--- src/verilog/alu_pkg.sv ---
package alu_pkg;

   // ==========================================================================
   // Register map (byte addresses, low 12 bits of haddr)
   // ==========================================================================
   localparam logic [11:0] OFF_INSN     = 12'h000;   // Instruction word, write starts execution
   localparam logic [11:0] OFF_STATUS   = 12'h004;   // Decode status, read only
   localparam logic [11:0] OFF_PSW      = 12'h008;   // Condition flags
   localparam logic [11:0] OFF_GPR_BASE = 12'h100;   // 32 general registers, one word each
   localparam logic [4:0]  GPR_WIN_TAG  = 5'h02;     // haddr[11:7] of the register window
   localparam logic [2:0]  SIZE_WORD    = 3'h2;
   localparam logic [4:0]  ZERO_REG     = 5'h00;

   // ==========================================================================
   // Field layout and reset values
   // ==========================================================================
   localparam int unsigned PSW_W           = 5;      // z=0 s=1 ov=2 cy=3 sat=4
   localparam logic [4:0]  PSW_RESET       = 5'h00;
   localparam int unsigned STAT_ILLEGAL    = 0;
   localparam int unsigned STAT_OP_LSB     = 4;
   localparam logic [31:0] INSN_RESET      = 32'h0000_0000;
   localparam logic [31:0] SAT_MAX         = 32'h7fff_ffff;
   localparam logic [31:0] SAT_MIN         = 32'h8000_0000;

   // ==========================================================================
   // Opcode fields
   // ==========================================================================
   localparam logic [5:0]  OPC_SAR_REG  = 6'h3f;     // bits 10:5
   localparam logic [5:0]  OPC_SAR_IMM  = 6'h15;
   localparam logic [5:0]  OPC_ADD_REG  = 6'h06;
   localparam logic [5:0]  OPC_ADD_IMM  = 6'h11;
   localparam logic [5:0]  OPC_SUB_REG  = 6'h05;
   localparam logic [5:0]  OPC_SUBI     = 6'h33;
   localparam logic [6:0]  OPC_SHIFT_IN_CONDITION     = 7'h7e;     // bits 10:4
   localparam logic [15:0] EXT_SAR      = 16'h00a0;  // second halfword
   localparam logic [15:0] EXT_SHIFT_IN_CONDITION     = 16'h0200;

   // ==========================================================================
   // Condition codes, low three bits select, bit 3 inverts except in CC_SA
   // ==========================================================================
   localparam logic [2:0]  CC_OV = 3'h0;
   localparam logic [2:0]  CC_CY = 3'h1;
   localparam logic [2:0]  CC_Z  = 3'h2;
   localparam logic [2:0]  CC_NH = 3'h3;
   localparam logic [2:0]  CC_S  = 3'h4;
   localparam logic [2:0]  CC_T  = 3'h5;
   localparam logic [2:0]  CC_LT = 3'h6;
   localparam logic [2:0]  CC_LE = 3'h7;
   localparam logic [3:0]  CC_SA = 4'hd;             // Not the inverse of always

   // ==========================================================================
   // Types
   // ==========================================================================
   typedef struct packed {
      logic clamp_sticky_flag;
      logic cy;
      logic ov;
      logic s;
      logic z;
   } flags_t;

   typedef enum logic [2:0] {OP_NONE, OP_SAR, OP_SHIFT_IN_CONDITION, OP_ADD, OP_SUB, OP_SUBI} op_t;

   typedef enum logic [2:0] {S_IDLE, S_RD_DST, S_RD_SRC, S_EXEC, S_GPR, S_RESP} fsm_t;

   typedef struct packed {
      logic        en;
      logic [4:0]  addr;
      logic [31:0] data;
   } gpr_wr_t;

   typedef struct packed {
      fsm_t        fsm;
      logic        dph;      // Data phase pending
      logic        dwr;
      logic        dok;      // Whole-word access
      logic [11:0] daddr;
      logic [31:0] insn;
      op_t         op;
      logic        illegal;
      flags_t      flags;
      logic [31:0] opa;      // Destination operand
      logic        rd_zero;  // Last read was the zero register
      logic [31:0] rdata;
   } alu_st_t;

endpackage

--- src/verilog/gpr_mem.sv ---
module gpr_mem (
   input  wire logic             hclk,
   input  wire logic             hresetn,
   input  wire logic             rd_en,
   input  wire logic [4:0]       rd_addr,
   input  wire alu_pkg::gpr_wr_t wr,
   output logic [31:0]           rd_data
);
   import alu_pkg::*;

   logic [31:0] mem_ff [0:31];
   logic [31:0] rd_data_ff;

   // ==========================================================================
   // Storage, no reset: contents are undefined until software loads them
   // ==========================================================================
   always_ff @(posedge hclk) begin
      if (wr.en) begin
         mem_ff[wr.addr] <= wr.data;
      end
   end

   // Registered read, old data on a same-address write
   always_ff @(posedge hclk or negedge hresetn) begin
      if (!hresetn) begin
         rd_data_ff <= 32'h0000_0000;
      end else if (rd_en) begin
         rd_data_ff <= mem_ff[rd_addr];
      end
   end

   assign rd_data = rd_data_ff;

endmodule // gpr_mem

--- src/verilog/shift_saturate_alu.sv ---
module shift_saturate_alu (
   input  wire logic        hclk,
   input  wire logic        hresetn,
   input  wire logic        hsel,
   input  wire logic [31:0] haddr,
   input  wire logic [1:0]  htrans,
   input  wire logic        hwrite,
   input  wire logic [2:0]  hsize,
   input  wire logic [31:0] hwdata,
   input  wire logic        hready,
   output logic             hreadyout,
   output logic             hresp,
   output logic [31:0]      hrdata
);
   import alu_pkg::*;

   alu_st_t     st_ff;
   alu_st_t     nxt_st;
   logic        rd_en;
   logic [4:0]  rd_addr;
   gpr_wr_t     wr;
   logic [31:0] rd_data;
   logic [31:0] rd_val;
   logic        accept;
   logic        psw_load;
   logic        in_exec;
   logic [4:0]  dst_idx;
   logic [4:0]  src_idx;
   logic [31:0] dst_v;
   logic [31:0] src_v;
   logic [4:0]  cnt;
   logic        sar_imm;
   logic        add_imm;
   logic [31:0] sar_res;
   logic        sar_cy;
   logic [31:0] ex_a;
   logic [31:0] ex_b;
   logic [32:0] sum33;
   logic [32:0] diff33;
   logic        is_sub;
   logic [32:0] raw33;
   logic        ex_ov;
   logic [31:0] clamp_res;
   logic [31:0] ex_res;
   flags_t      ex_flags;
   logic        cond_ok;

   // ==========================================================================
   // Decode and condition evaluation
   // ==========================================================================
   // Register shift and condition shift share bits 10:5, so the second
   // halfword must be checked before the first-halfword-only patterns
   function automatic op_t decode_op(input logic [31:0] w);
      op_t r;
      r = OP_NONE;
      if (w[10:5] == OPC_SAR_REG && w[31:16] == EXT_SAR) begin
         r = OP_SAR;
      end else if (w[10:4] == OPC_SHIFT_IN_CONDITION && w[31:16] == EXT_SHIFT_IN_CONDITION) begin
         r = OP_SHIFT_IN_CONDITION;
      end else if (w[10:5] == OPC_SAR_IMM) begin
         r = OP_SAR;
      end else if (w[10:5] == OPC_ADD_REG || w[10:5] == OPC_ADD_IMM) begin
         r = OP_ADD;
      end else if (w[10:5] == OPC_SUB_REG) begin
         r = OP_SUB;
      end else if (w[10:5] == OPC_SUBI) begin
         r = OP_SUBI;
      end
      return r;
   endfunction

   // Shared four-bit condition decode
   function automatic logic cond_hold(input logic [3:0] cc, input flags_t f);
      logic b;
      b = 1'b0;
      case (cc[2:0])
         CC_OV:   b = f.ov;
         CC_CY:   b = f.cy;
         CC_Z:    b = f.z;
         CC_NH:   b = f.cy | f.z;
         CC_S:    b = f.s;
         CC_T:    b = 1'b1;
         CC_LT:   b = f.s ^ f.ov;
         CC_LE:   b = (f.s ^ f.ov) | f.z;
         default: b = 1'b0;
      endcase
      if (cc == CC_SA) begin
         return f.clamp_sticky_flag;
      end
      return b ^ cc[3];
   endfunction

   // ==========================================================================
   // Register file
   // ==========================================================================
   gpr_mem u_gpr (
      .hclk    (hclk),
      .hresetn (hresetn),
      .rd_en   (rd_en),
      .rd_addr (rd_addr),
      .wr      (wr),
      .rd_data (rd_data)
   );

   // ==========================================================================
   // Execute datapath
   // ==========================================================================
   // Zero register reads as zero without ever being written
   assign rd_val  = st_ff.rd_zero ? 32'h0000_0000 : rd_data;
   assign in_exec = (st_ff.fsm == S_EXEC);
   assign dst_idx = st_ff.insn[15:11];
   assign src_idx = st_ff.insn[4:0];
   assign dst_v   = st_ff.opa;
   assign src_v   = rd_val;
   assign sar_imm = (st_ff.insn[10:5] == OPC_SAR_IMM);
   assign add_imm = (st_ff.insn[10:5] == OPC_ADD_IMM);

   // Shift count, source register left untouched
   assign cnt     = sar_imm ? st_ff.insn[4:0] : src_v[4:0];
   assign sar_res = 32'($signed(dst_v) >>> cnt);
   assign sar_cy  = (cnt != 5'h00) && dst_v[5'(cnt - 5'h01)];

   // One adder pair serves all three clamping forms
   assign is_sub = (st_ff.op == OP_SUB) || (st_ff.op == OP_SUBI);
   assign ex_a   = (st_ff.op == OP_SUBI) ? src_v : dst_v;
   always_comb begin
      if (st_ff.op == OP_SUBI) begin
         ex_b = {{16{st_ff.insn[31]}}, st_ff.insn[31:16]};
      end else if (st_ff.op == OP_ADD && add_imm) begin
         ex_b = {{27{st_ff.insn[4]}}, st_ff.insn[4:0]};
      end else begin
         ex_b = src_v;
      end
   end
   assign sum33  = {1'b0, ex_a} + {1'b0, ex_b};
   assign diff33 = {1'b0, ex_a} - {1'b0, ex_b};
   assign raw33  = is_sub ? diff33 : sum33;
   assign ex_ov  = is_sub ? ((ex_a[31] != ex_b[31]) && (diff33[31] != ex_a[31]))
                          : ((ex_a[31] == ex_b[31]) && (sum33[31] != ex_a[31]));
   // Overflow direction follows the sign of the first operand
   assign clamp_res = ex_ov ? (ex_a[31] ? SAT_MIN : SAT_MAX) : raw33[31:0];
   assign cond_ok   = cond_hold(st_ff.insn[3:0], st_ff.flags);

   // Result and flag selection per operation
   always_comb begin
      ex_res   = dst_v;
      ex_flags = st_ff.flags;
      case (st_ff.op)
         OP_SAR: begin
            ex_res      = sar_res;
            ex_flags.cy = sar_cy;
            ex_flags.ov = 1'b0;
            ex_flags.s  = sar_res[31];
            ex_flags.z  = (sar_res == 32'h0000_0000);
         end
         OP_SHIFT_IN_CONDITION: begin
            ex_res = {dst_v[30:0], cond_ok};
         end
         OP_ADD, OP_SUB, OP_SUBI: begin
            // Sticky flag only ever ORs in, whatever its prior value
            ex_res       = clamp_res;
            ex_flags.cy  = raw33[32];
            ex_flags.ov  = ex_ov;
            ex_flags.s   = clamp_res[31];
            ex_flags.z   = (clamp_res == 32'h0000_0000);
            ex_flags.clamp_sticky_flag = st_ff.flags.clamp_sticky_flag | ex_ov;
         end
         default: begin
            ex_res   = dst_v;
            ex_flags = st_ff.flags;
         end
      endcase
   end

   // ==========================================================================
   // Bus slave and sequencing
   // ==========================================================================
   assign accept = hsel && htrans[1] && hready;

   // Data phases wait while an instruction runs, so a flag-word load can
   // never collide with a write-back
   always_comb begin
      nxt_st    = st_ff;
      rd_en     = 1'b0;
      rd_addr   = ZERO_REG;
      wr        = '0;
      psw_load  = 1'b0;
      hreadyout = !st_ff.dph || (st_ff.fsm == S_RESP) || (st_ff.fsm == S_IDLE && st_ff.dwr);
      case (st_ff.fsm)
         S_IDLE: begin
            if (st_ff.dph && st_ff.dwr && st_ff.dok) begin
               if (st_ff.daddr == OFF_INSN) begin
                  nxt_st.insn    = hwdata;
                  nxt_st.op      = decode_op(hwdata);
                  nxt_st.illegal = (decode_op(hwdata) == OP_NONE);
                  if (decode_op(hwdata) != OP_NONE) begin
                     nxt_st.fsm = S_RD_DST;
                  end
               end else if (st_ff.daddr == OFF_PSW) begin
                  nxt_st.flags = flags_t'(hwdata[PSW_W-1:0]);
                  psw_load     = 1'b1;
               end else if (st_ff.daddr[11:7] == GPR_WIN_TAG && st_ff.daddr[6:2] != ZERO_REG) begin
                  wr.en   = 1'b1;
                  wr.addr = st_ff.daddr[6:2];
                  wr.data = hwdata;
               end
            end else if (st_ff.dph && !st_ff.dwr) begin
               nxt_st.fsm   = S_RESP;
               nxt_st.rdata = 32'h0000_0000;
               if (st_ff.daddr == OFF_INSN) begin
                  nxt_st.rdata = st_ff.insn;
               end else if (st_ff.daddr == OFF_STATUS) begin
                  nxt_st.rdata[STAT_ILLEGAL]            = st_ff.illegal;
                  nxt_st.rdata[STAT_OP_LSB +: 3]        = st_ff.op;
               end else if (st_ff.daddr == OFF_PSW) begin
                  nxt_st.rdata[PSW_W-1:0] = st_ff.flags;
               end else if (st_ff.daddr[11:7] == GPR_WIN_TAG) begin
                  rd_en          = 1'b1;
                  rd_addr        = st_ff.daddr[6:2];
                  nxt_st.rd_zero = (st_ff.daddr[6:2] == ZERO_REG);
                  nxt_st.fsm     = S_GPR;
               end
            end
         end
         S_RD_DST: begin
            rd_en          = 1'b1;
            rd_addr        = dst_idx;
            nxt_st.rd_zero = (dst_idx == ZERO_REG);
            nxt_st.fsm     = S_RD_SRC;
         end
         S_RD_SRC: begin
            nxt_st.opa     = rd_val;
            rd_en          = 1'b1;
            rd_addr        = src_idx;
            nxt_st.rd_zero = (src_idx == ZERO_REG);
            nxt_st.fsm     = S_EXEC;
         end
         S_EXEC: begin
            // Zero register stays zero even if software breaks the convention
            wr.en        = (dst_idx != ZERO_REG);
            wr.addr      = dst_idx;
            wr.data      = ex_res;
            nxt_st.flags = ex_flags;
            nxt_st.fsm   = S_IDLE;
         end
         S_GPR: begin
            nxt_st.rdata = rd_val;
            nxt_st.fsm   = S_RESP;
         end
         S_RESP: begin
            nxt_st.fsm = S_IDLE;
         end
         default: begin
            nxt_st.fsm = S_IDLE;
         end
      endcase
      if (hreadyout) begin
         nxt_st.dph   = accept;
         nxt_st.dwr   = hwrite;
         nxt_st.dok   = (hsize == SIZE_WORD);
         nxt_st.daddr = haddr[11:0];
      end
   end

   // State register
   always_ff @(posedge hclk or negedge hresetn) begin
      if (!hresetn) begin
         st_ff         <= '0;
         st_ff.fsm     <= S_IDLE;
         st_ff.op      <= OP_NONE;
         st_ff.insn    <= INSN_RESET;
         st_ff.flags   <= flags_t'(PSW_RESET);
      end else begin
         st_ff <= nxt_st;
      end
   end

   assign hresp  = 1'b0;
   assign hrdata = st_ff.rdata;

   // ==========================================================================
   // Assertions
   // ==========================================================================
   property p_sar_zero_keep;
      @(posedge hclk) disable iff (!hresetn)
      in_exec && st_ff.op == OP_SAR && cnt == 5'h00 |-> wr.data == dst_v ##1 !st_ff.flags.cy;
   endproperty
   a_sar_zero_keep: assert property (p_sar_zero_keep) else $error("zero shift changed data or carry");

   property p_sar_fill;
      @(posedge hclk) disable iff (!hresetn)
      in_exec && st_ff.op == OP_SAR |-> (wr.data[31] == dst_v[31]) &&
         (wr.data[0] == dst_v[cnt]) ##1 !st_ff.flags.ov && st_ff.flags.s == $past(dst_v[31]);
   endproperty
   a_sar_fill: assert property (p_sar_fill) else $error("arithmetic shift fill or flags wrong");

   property p_sar_carry;
      @(posedge hclk) disable iff (!hresetn)
      in_exec && st_ff.op == OP_SAR && cnt != 5'h00 |=> st_ff.flags.cy == $past(dst_v[5'(cnt - 5'h01)]);
   endproperty
   a_sar_carry: assert property (p_sar_carry) else $error("shift carry is not the last bit out");

   property p_sticky_hold;
      @(posedge hclk) disable iff (!hresetn)
      $fell(st_ff.flags.clamp_sticky_flag) |-> $past(psw_load);
   endproperty
   a_sticky_hold: assert property (p_sticky_hold) else $error("sticky flag cleared without a load");

   property p_ov_sets_sticky;
      @(posedge hclk) disable iff (!hresetn)
      in_exec && is_sub | (st_ff.op == OP_ADD) && ex_ov |=> st_ff.flags.clamp_sticky_flag && st_ff.flags.ov;
   endproperty
   a_ov_sets_sticky: assert property (p_ov_sets_sticky) else $error("overflow did not set sticky");

   property p_clamp_limits;
      @(posedge hclk) disable iff (!hresetn)
      in_exec && (st_ff.op == OP_ADD || is_sub) && ex_ov |->
         wr.data == (ex_a[31] ? 32'h8000_0000 : 32'h7fff_ffff);
   endproperty
   a_clamp_limits: assert property (p_clamp_limits) else $error("clamped value wrong");

   property p_shift_in_condition_keeps_flags;
      @(posedge hclk) disable iff (!hresetn)
      in_exec && st_ff.op == OP_SHIFT_IN_CONDITION |-> wr.data[31:1] == dst_v[30:0] ##1 st_ff.flags == $past(st_ff.flags);
   endproperty
   a_shift_in_condition_keeps_flags: assert property (p_shift_in_condition_keeps_flags) else $error("condition shift disturbed flags");

   property p_exec_timing;
      @(posedge hclk) disable iff (!hresetn)
      st_ff.fsm == S_IDLE && st_ff.dph && st_ff.dwr && st_ff.dok && st_ff.daddr == OFF_INSN &&
         decode_op(hwdata) != OP_NONE |=> ##2 in_exec ##1 st_ff.fsm == S_IDLE;
   endproperty
   a_exec_timing: assert property (p_exec_timing) else $error("write-back not three cycles after issue");

   property p_sub_borrow;
      @(posedge hclk) disable iff (!hresetn)
      in_exec && is_sub |=> st_ff.flags.cy == ($past(ex_a) < $past(ex_b));
   endproperty
   a_sub_borrow: assert property (p_sub_borrow) else $error("subtract borrow flag wrong");

endmodule // shift_saturate_alu
--- config.mk ---
export PLATFORM = sky130hd
export DESIGN_NAME = shift_saturate_alu
export DESIGN_NICKNAME = d
export VERILOG_FILES = /design/src/verilog/alu_pkg.sv /design/src/verilog/gpr_mem.sv /design/src/verilog/shift_saturate_alu.sv
export SDC_FILE = /design/constraint.sdc
export NUM_CORES = 2
export LEC_CHECK = 0
export BUFFER_PORTS_ARGS = -buffer_cell sky130_fd_sc_hd__buf_2
export CELL_PAD_IN_SITES_DETAIL_PLACEMENT = 0
export CELL_PAD_IN_SITES_GLOBAL_PLACEMENT = 1
export CORE_UTILIZATION = 47
export CTS_CLUSTER_DIAMETER = 50
export CTS_CLUSTER_SIZE = 8
export DETAILED_ROUTE_END_ITERATION = 10
export GPL_TIMING_DRIVEN = 1
export PLACE_DENSITY_LB_ADDON = 0.05
export SLEW_MARGIN = 15
export SYNTH_ARGS = -nofsm -noshare
export SYNTH_HDL_FRONTEND = slang
export SYNTH_SLANG_ARGS = --single-unit
--- constraint.sdc ---
create_clock -name hclk -period 12.65 [get_ports hclk]
set_clock_uncertainty 0.2 [all_clocks]
set_input_delay 0.6325 -clock hclk [delete_from_list [all_inputs] [get_ports hclk]]
set_output_delay 0.6325 -clock hclk [all_outputs]
set_load 0.02 [all_outputs]
==> run summary <==
Post-synth EDFFs - 1024
FMAX - 121 MHz
Hold WC Path Type - input pin to register
Vias in the first global route - 39300
Worst R2R Path Depth - 19
Psw - 6.33 mW
Gr usage total - 0.304
Post-CTS sizing - 0
Crit end category - register
Htree depth - 4
Seq. cell area - 34700 um^2
Area of the multi-input gates - 21000 um^2
Number of antenna diodes - 0
Area Growth Syn to Fin - 13.3%
Vias per cell - 6.25
DRC - 0
CP Class - register to register
Cts hold-fix bufs - 41
Leakage power figure - 22.2 nW
Min cycle time layout - 8.24 ns
Core area - 120000 um^2
Switching share of power - 0.413
Worst skew pair latency - 0.80 ns
Top cells by area, synth - edfxtp_1 54%, dfrtp_1 6.8%, nand2_1 5.4%, a211oi_1 5.0%, nor2b_1 3.1%
Number of detailed-route iterations in the first pass - 10
Die ar. - 123000 um^2
Syn avg cell area - 11.3 um^2
Grt ovf - 0
Clock transition at path regs - 0.05 ns
CTS tree - yes
DP Wirelength - 112000 um
CP max FO - 37
Worst path arrival time - 8.24 ns
Worst-Margin Slew - 1.15 ns
Cells after DPL - 6457
Post-route insts no fill - 6743
Synthesized cell area - 57200 um^2
Data required, critical path - 12.65 ns
IO Count - 108
Max Cap Viol - 0
DR iter-0 viols - 4279
Postcts setup bufs - 0
RSZ-0062 raised after global routing - false
Sequential power share - 0.313
Largest net degree at the start of global routing - 196
Async set-reset flop share out of synthesis - 0.132
Detailed Route WL - 188000 um
Synth Instances - 5045
Clock sinks - 1180
Worst slew margin - 0.234
Clock power share - 0.277
Max-slew violations - 0
Final core utilization - 0.538
Detail Route Antenna Nets - 0
Endpoints failing setup - 0
Crit path from - st_ff[73]$_DFFE_PN0P_
Final hold violation count - 0
Num CTS Buffers - 174
Top cell type by total area after synthesis - edfxtp_1
Die Width - 351 um
PwrDens - 237 nW/um^2
Rows - 127
Die H - 351 um
I/O Buffers - 85
Final #Nets - 5204
Primary FF master, synth - edfxtp_1
Reg2reg start - st_ff[73]$_DFFE_PN0P_
Seq cells post-synth - 1180
Synth unique cells - 101
Clock tree buffer depth - 3
Setup_tns - 0 ns
Fill count - 10500
Hold Path Depth - 2
WL per Instance - 27.9 um
Setup crit start kind - register
Share of the synthesized area in the top cell type - 0.538
Yosys warnings - 0
Post-synthesis sequential area ratio - 0.606
P_int - 9.00 mW
Period utilization - 0.651
Status - finished, final reports clean
Max VDD drop - 0.204 mV
Vias - 42100
Layout cell share with drive strength beyond 1 - 0.113
Initial antenna violation count - 6
First-pass GRT wire length - 271000 um
Starting Density - 0.475
HP Start - hwdata[16]
CTS Root Cell - clkbuf_16
Comb pwr share - 0.410
Gp weighted congestion - 1.00
[synth_stat cells (8+ instances only)]
| cell | number |
|---|---|
| o311ai_0 | 22 |
| o21a_1 | 16 |
| nor2b_1 | 282 |
| o22ai_1 | 21 |
| and2_1 | 10 |
| a22o_1 | 10 |
| o21bai_1 | 9 |
| mux2i_1 | 39 |
| o211ai_1 | 36 |
| buf_2 | 30 |
| a21oi_1 | 264 |
| a22oi_1 | 15 |
| buf_1 | 23 |
| or3_1 | 13 |
| o21ai_0 | 209 |
| nor2_1 | 255 |
| o31ai_1 | 25 |
| nand3_1 | 32 |
| ha_1 | 65 |
| nand4_1 | 21 |
| edfxtp_1 | 1024 |
| a221oi_1 | 14 |
| o31a_1 | 9 |
| nand2b_1 | 55 |
| a211oi_1 | 378 |
| and3_1 | 10 |
| mux2_2 | 68 |
| a222oi_1 | 8 |
| inv_1 | 80 |
| o21ai_1 | 46 |
| nor4_1 | 20 |
| mux4_2 | 12 |
| a21o_1 | 22 |
| nand2_1 | 817 |
| o221ai_1 | 19 |
| nor3_1 | 38 |
| dfrtp_1 | 156 |
| a31oi_1 | 171 |
| buf_4 | 35 |
| a311oi_1 | 132 |
| a2111o_1 | 15 |
| clkbuf_1 | 338 |
| xnor2_1 | 18 |
[routing by layer]
| layer | wire (um) | global-route usage |
|---|---|---|
| met5 | 0 | 0 |
| met4 | 6830 | 0.120 |
| met3 | 12300 | 0.0449 |
| met2 | 86800 | 0.475 |
| met1 | 82000 | 0.427 |
[sequential cells by signal (all words and copies together) (netlist names)]
signal / flops
u_gpr.mem_ff: 1024
hrdata: 32
dst_idx: 5
src_idx: 5
dst_v: 32
st_ff: 50
u_gpr.rd_data: 32
[worst max-delay path: stages (launching register included)]
cell and delay, ns:
dfrtp_1 0.35, buf_4 0.23, inv_1 0.27, nand3_1 0.34, nor4_2 0.24, buf_4 0.42
nand2_1 0.37, nand2_1 0.61, nor2_1 0.12, nor2_1 0.18, ha_1 0.43, nor4_1 0.59
o2111ai_1 0.46, a21oi_2 0.47, mux2i_1 0.36, or2_1 0.63, o21a_1 0.27, a21oi_1 0.08
o21ai_0 0.17, nand3_1 0.79
[path summary, 6_finish.rpt]
| path | to | slack (ns) |
|---|---|---|
| hold / removal | st_ff[90]$_DFFE_PN0P_ | 0.06 |
| setup reg to reg | u_gpr.mem_ff[0][3]$_DFFE_PP_ | 4.41 |
| hold reg to reg | hrdata[20]$_DFFE_PN0P_ | 0.27 |
| max in group asynchronous | st_ff[106]$_DFFE_PN0P_ | 10.35 |
| min in group asynchronous | st_ff[71]$_DFFE_PN0P_ | 0.33 |
| setup / recovery | u_gpr.mem_ff[0][3]$_DFFE_PP_ | 4.41 |
[power groups by stage]
stage | Clock [mW] | Combinational [mW] | Sequential, mW
after global routing | 4.48 | 6.80 | 4.81
after global placement | 0 | 6.14 | 4.86
after detailed placement | 0 | 6.17 | 4.86
final | 4.25 | 6.28 | 4.80
after CTS | 4.32 | 6.20 | 4.79
after floorplan | 0 | 4.28 | 4.72
[cell type report]
type,count,share of cell area
sequential,1180,0.535
inverter,83,0.00481
clock inverter,26,0.00618
timing repair buffer,239,0.0272
tap,1612,0.0311
clock buffer,218,0.0715
multi-input combinational,3385,0.324
[layout by cell type (no fill, tap or decap), types with 107 or more instances in the layout]
| master | n |
|---|---|
| o21ai_0 | 204 |
| dfrtp_1 | 156 |
| a311oi_1 | 132 |
| nor2b_1 | 280 |
| a211oi_1 | 378 |
| a31oi_1 | 171 |
| buf_4 | 107 |
| edfxtp_1 | 1024 |
| a21oi_1 | 263 |
| nor2_1 | 223 |
| clkbuf_16 | 177 |
| nand2_1 | 812 |
[per-stage QoR]
stage                     instance area, um^2  total power, mW  hold WS [ns]  worst slack [ns]
final                                   64800             15.3        0.0567              4.41
after CTS                               64700             15.3       0.00834              4.63
after global placement                  59300             11.0         0.256              4.66
after global routing                    64800             16.1        0.0290              3.79
after floorplan                         57300             9.00         0.137              5.58
after detailed placement                59300             11.0         0.266              4.63
[kinds of logic after synthesis]
logic type | count (synthesis) | synth area share
simple gates | 1607 | 0.130
xor+xnor | 20 | 0.00306
other cells | 1 | 0.0000656
fa+ha+maj | 68 | 0.0151
flops | 1180 | 0.606
buf+inv | 512 | 0.0366
compound gates | 1538 | 0.184
mux | 119 | 0.0249
Power figures use the tool's default switching activity.
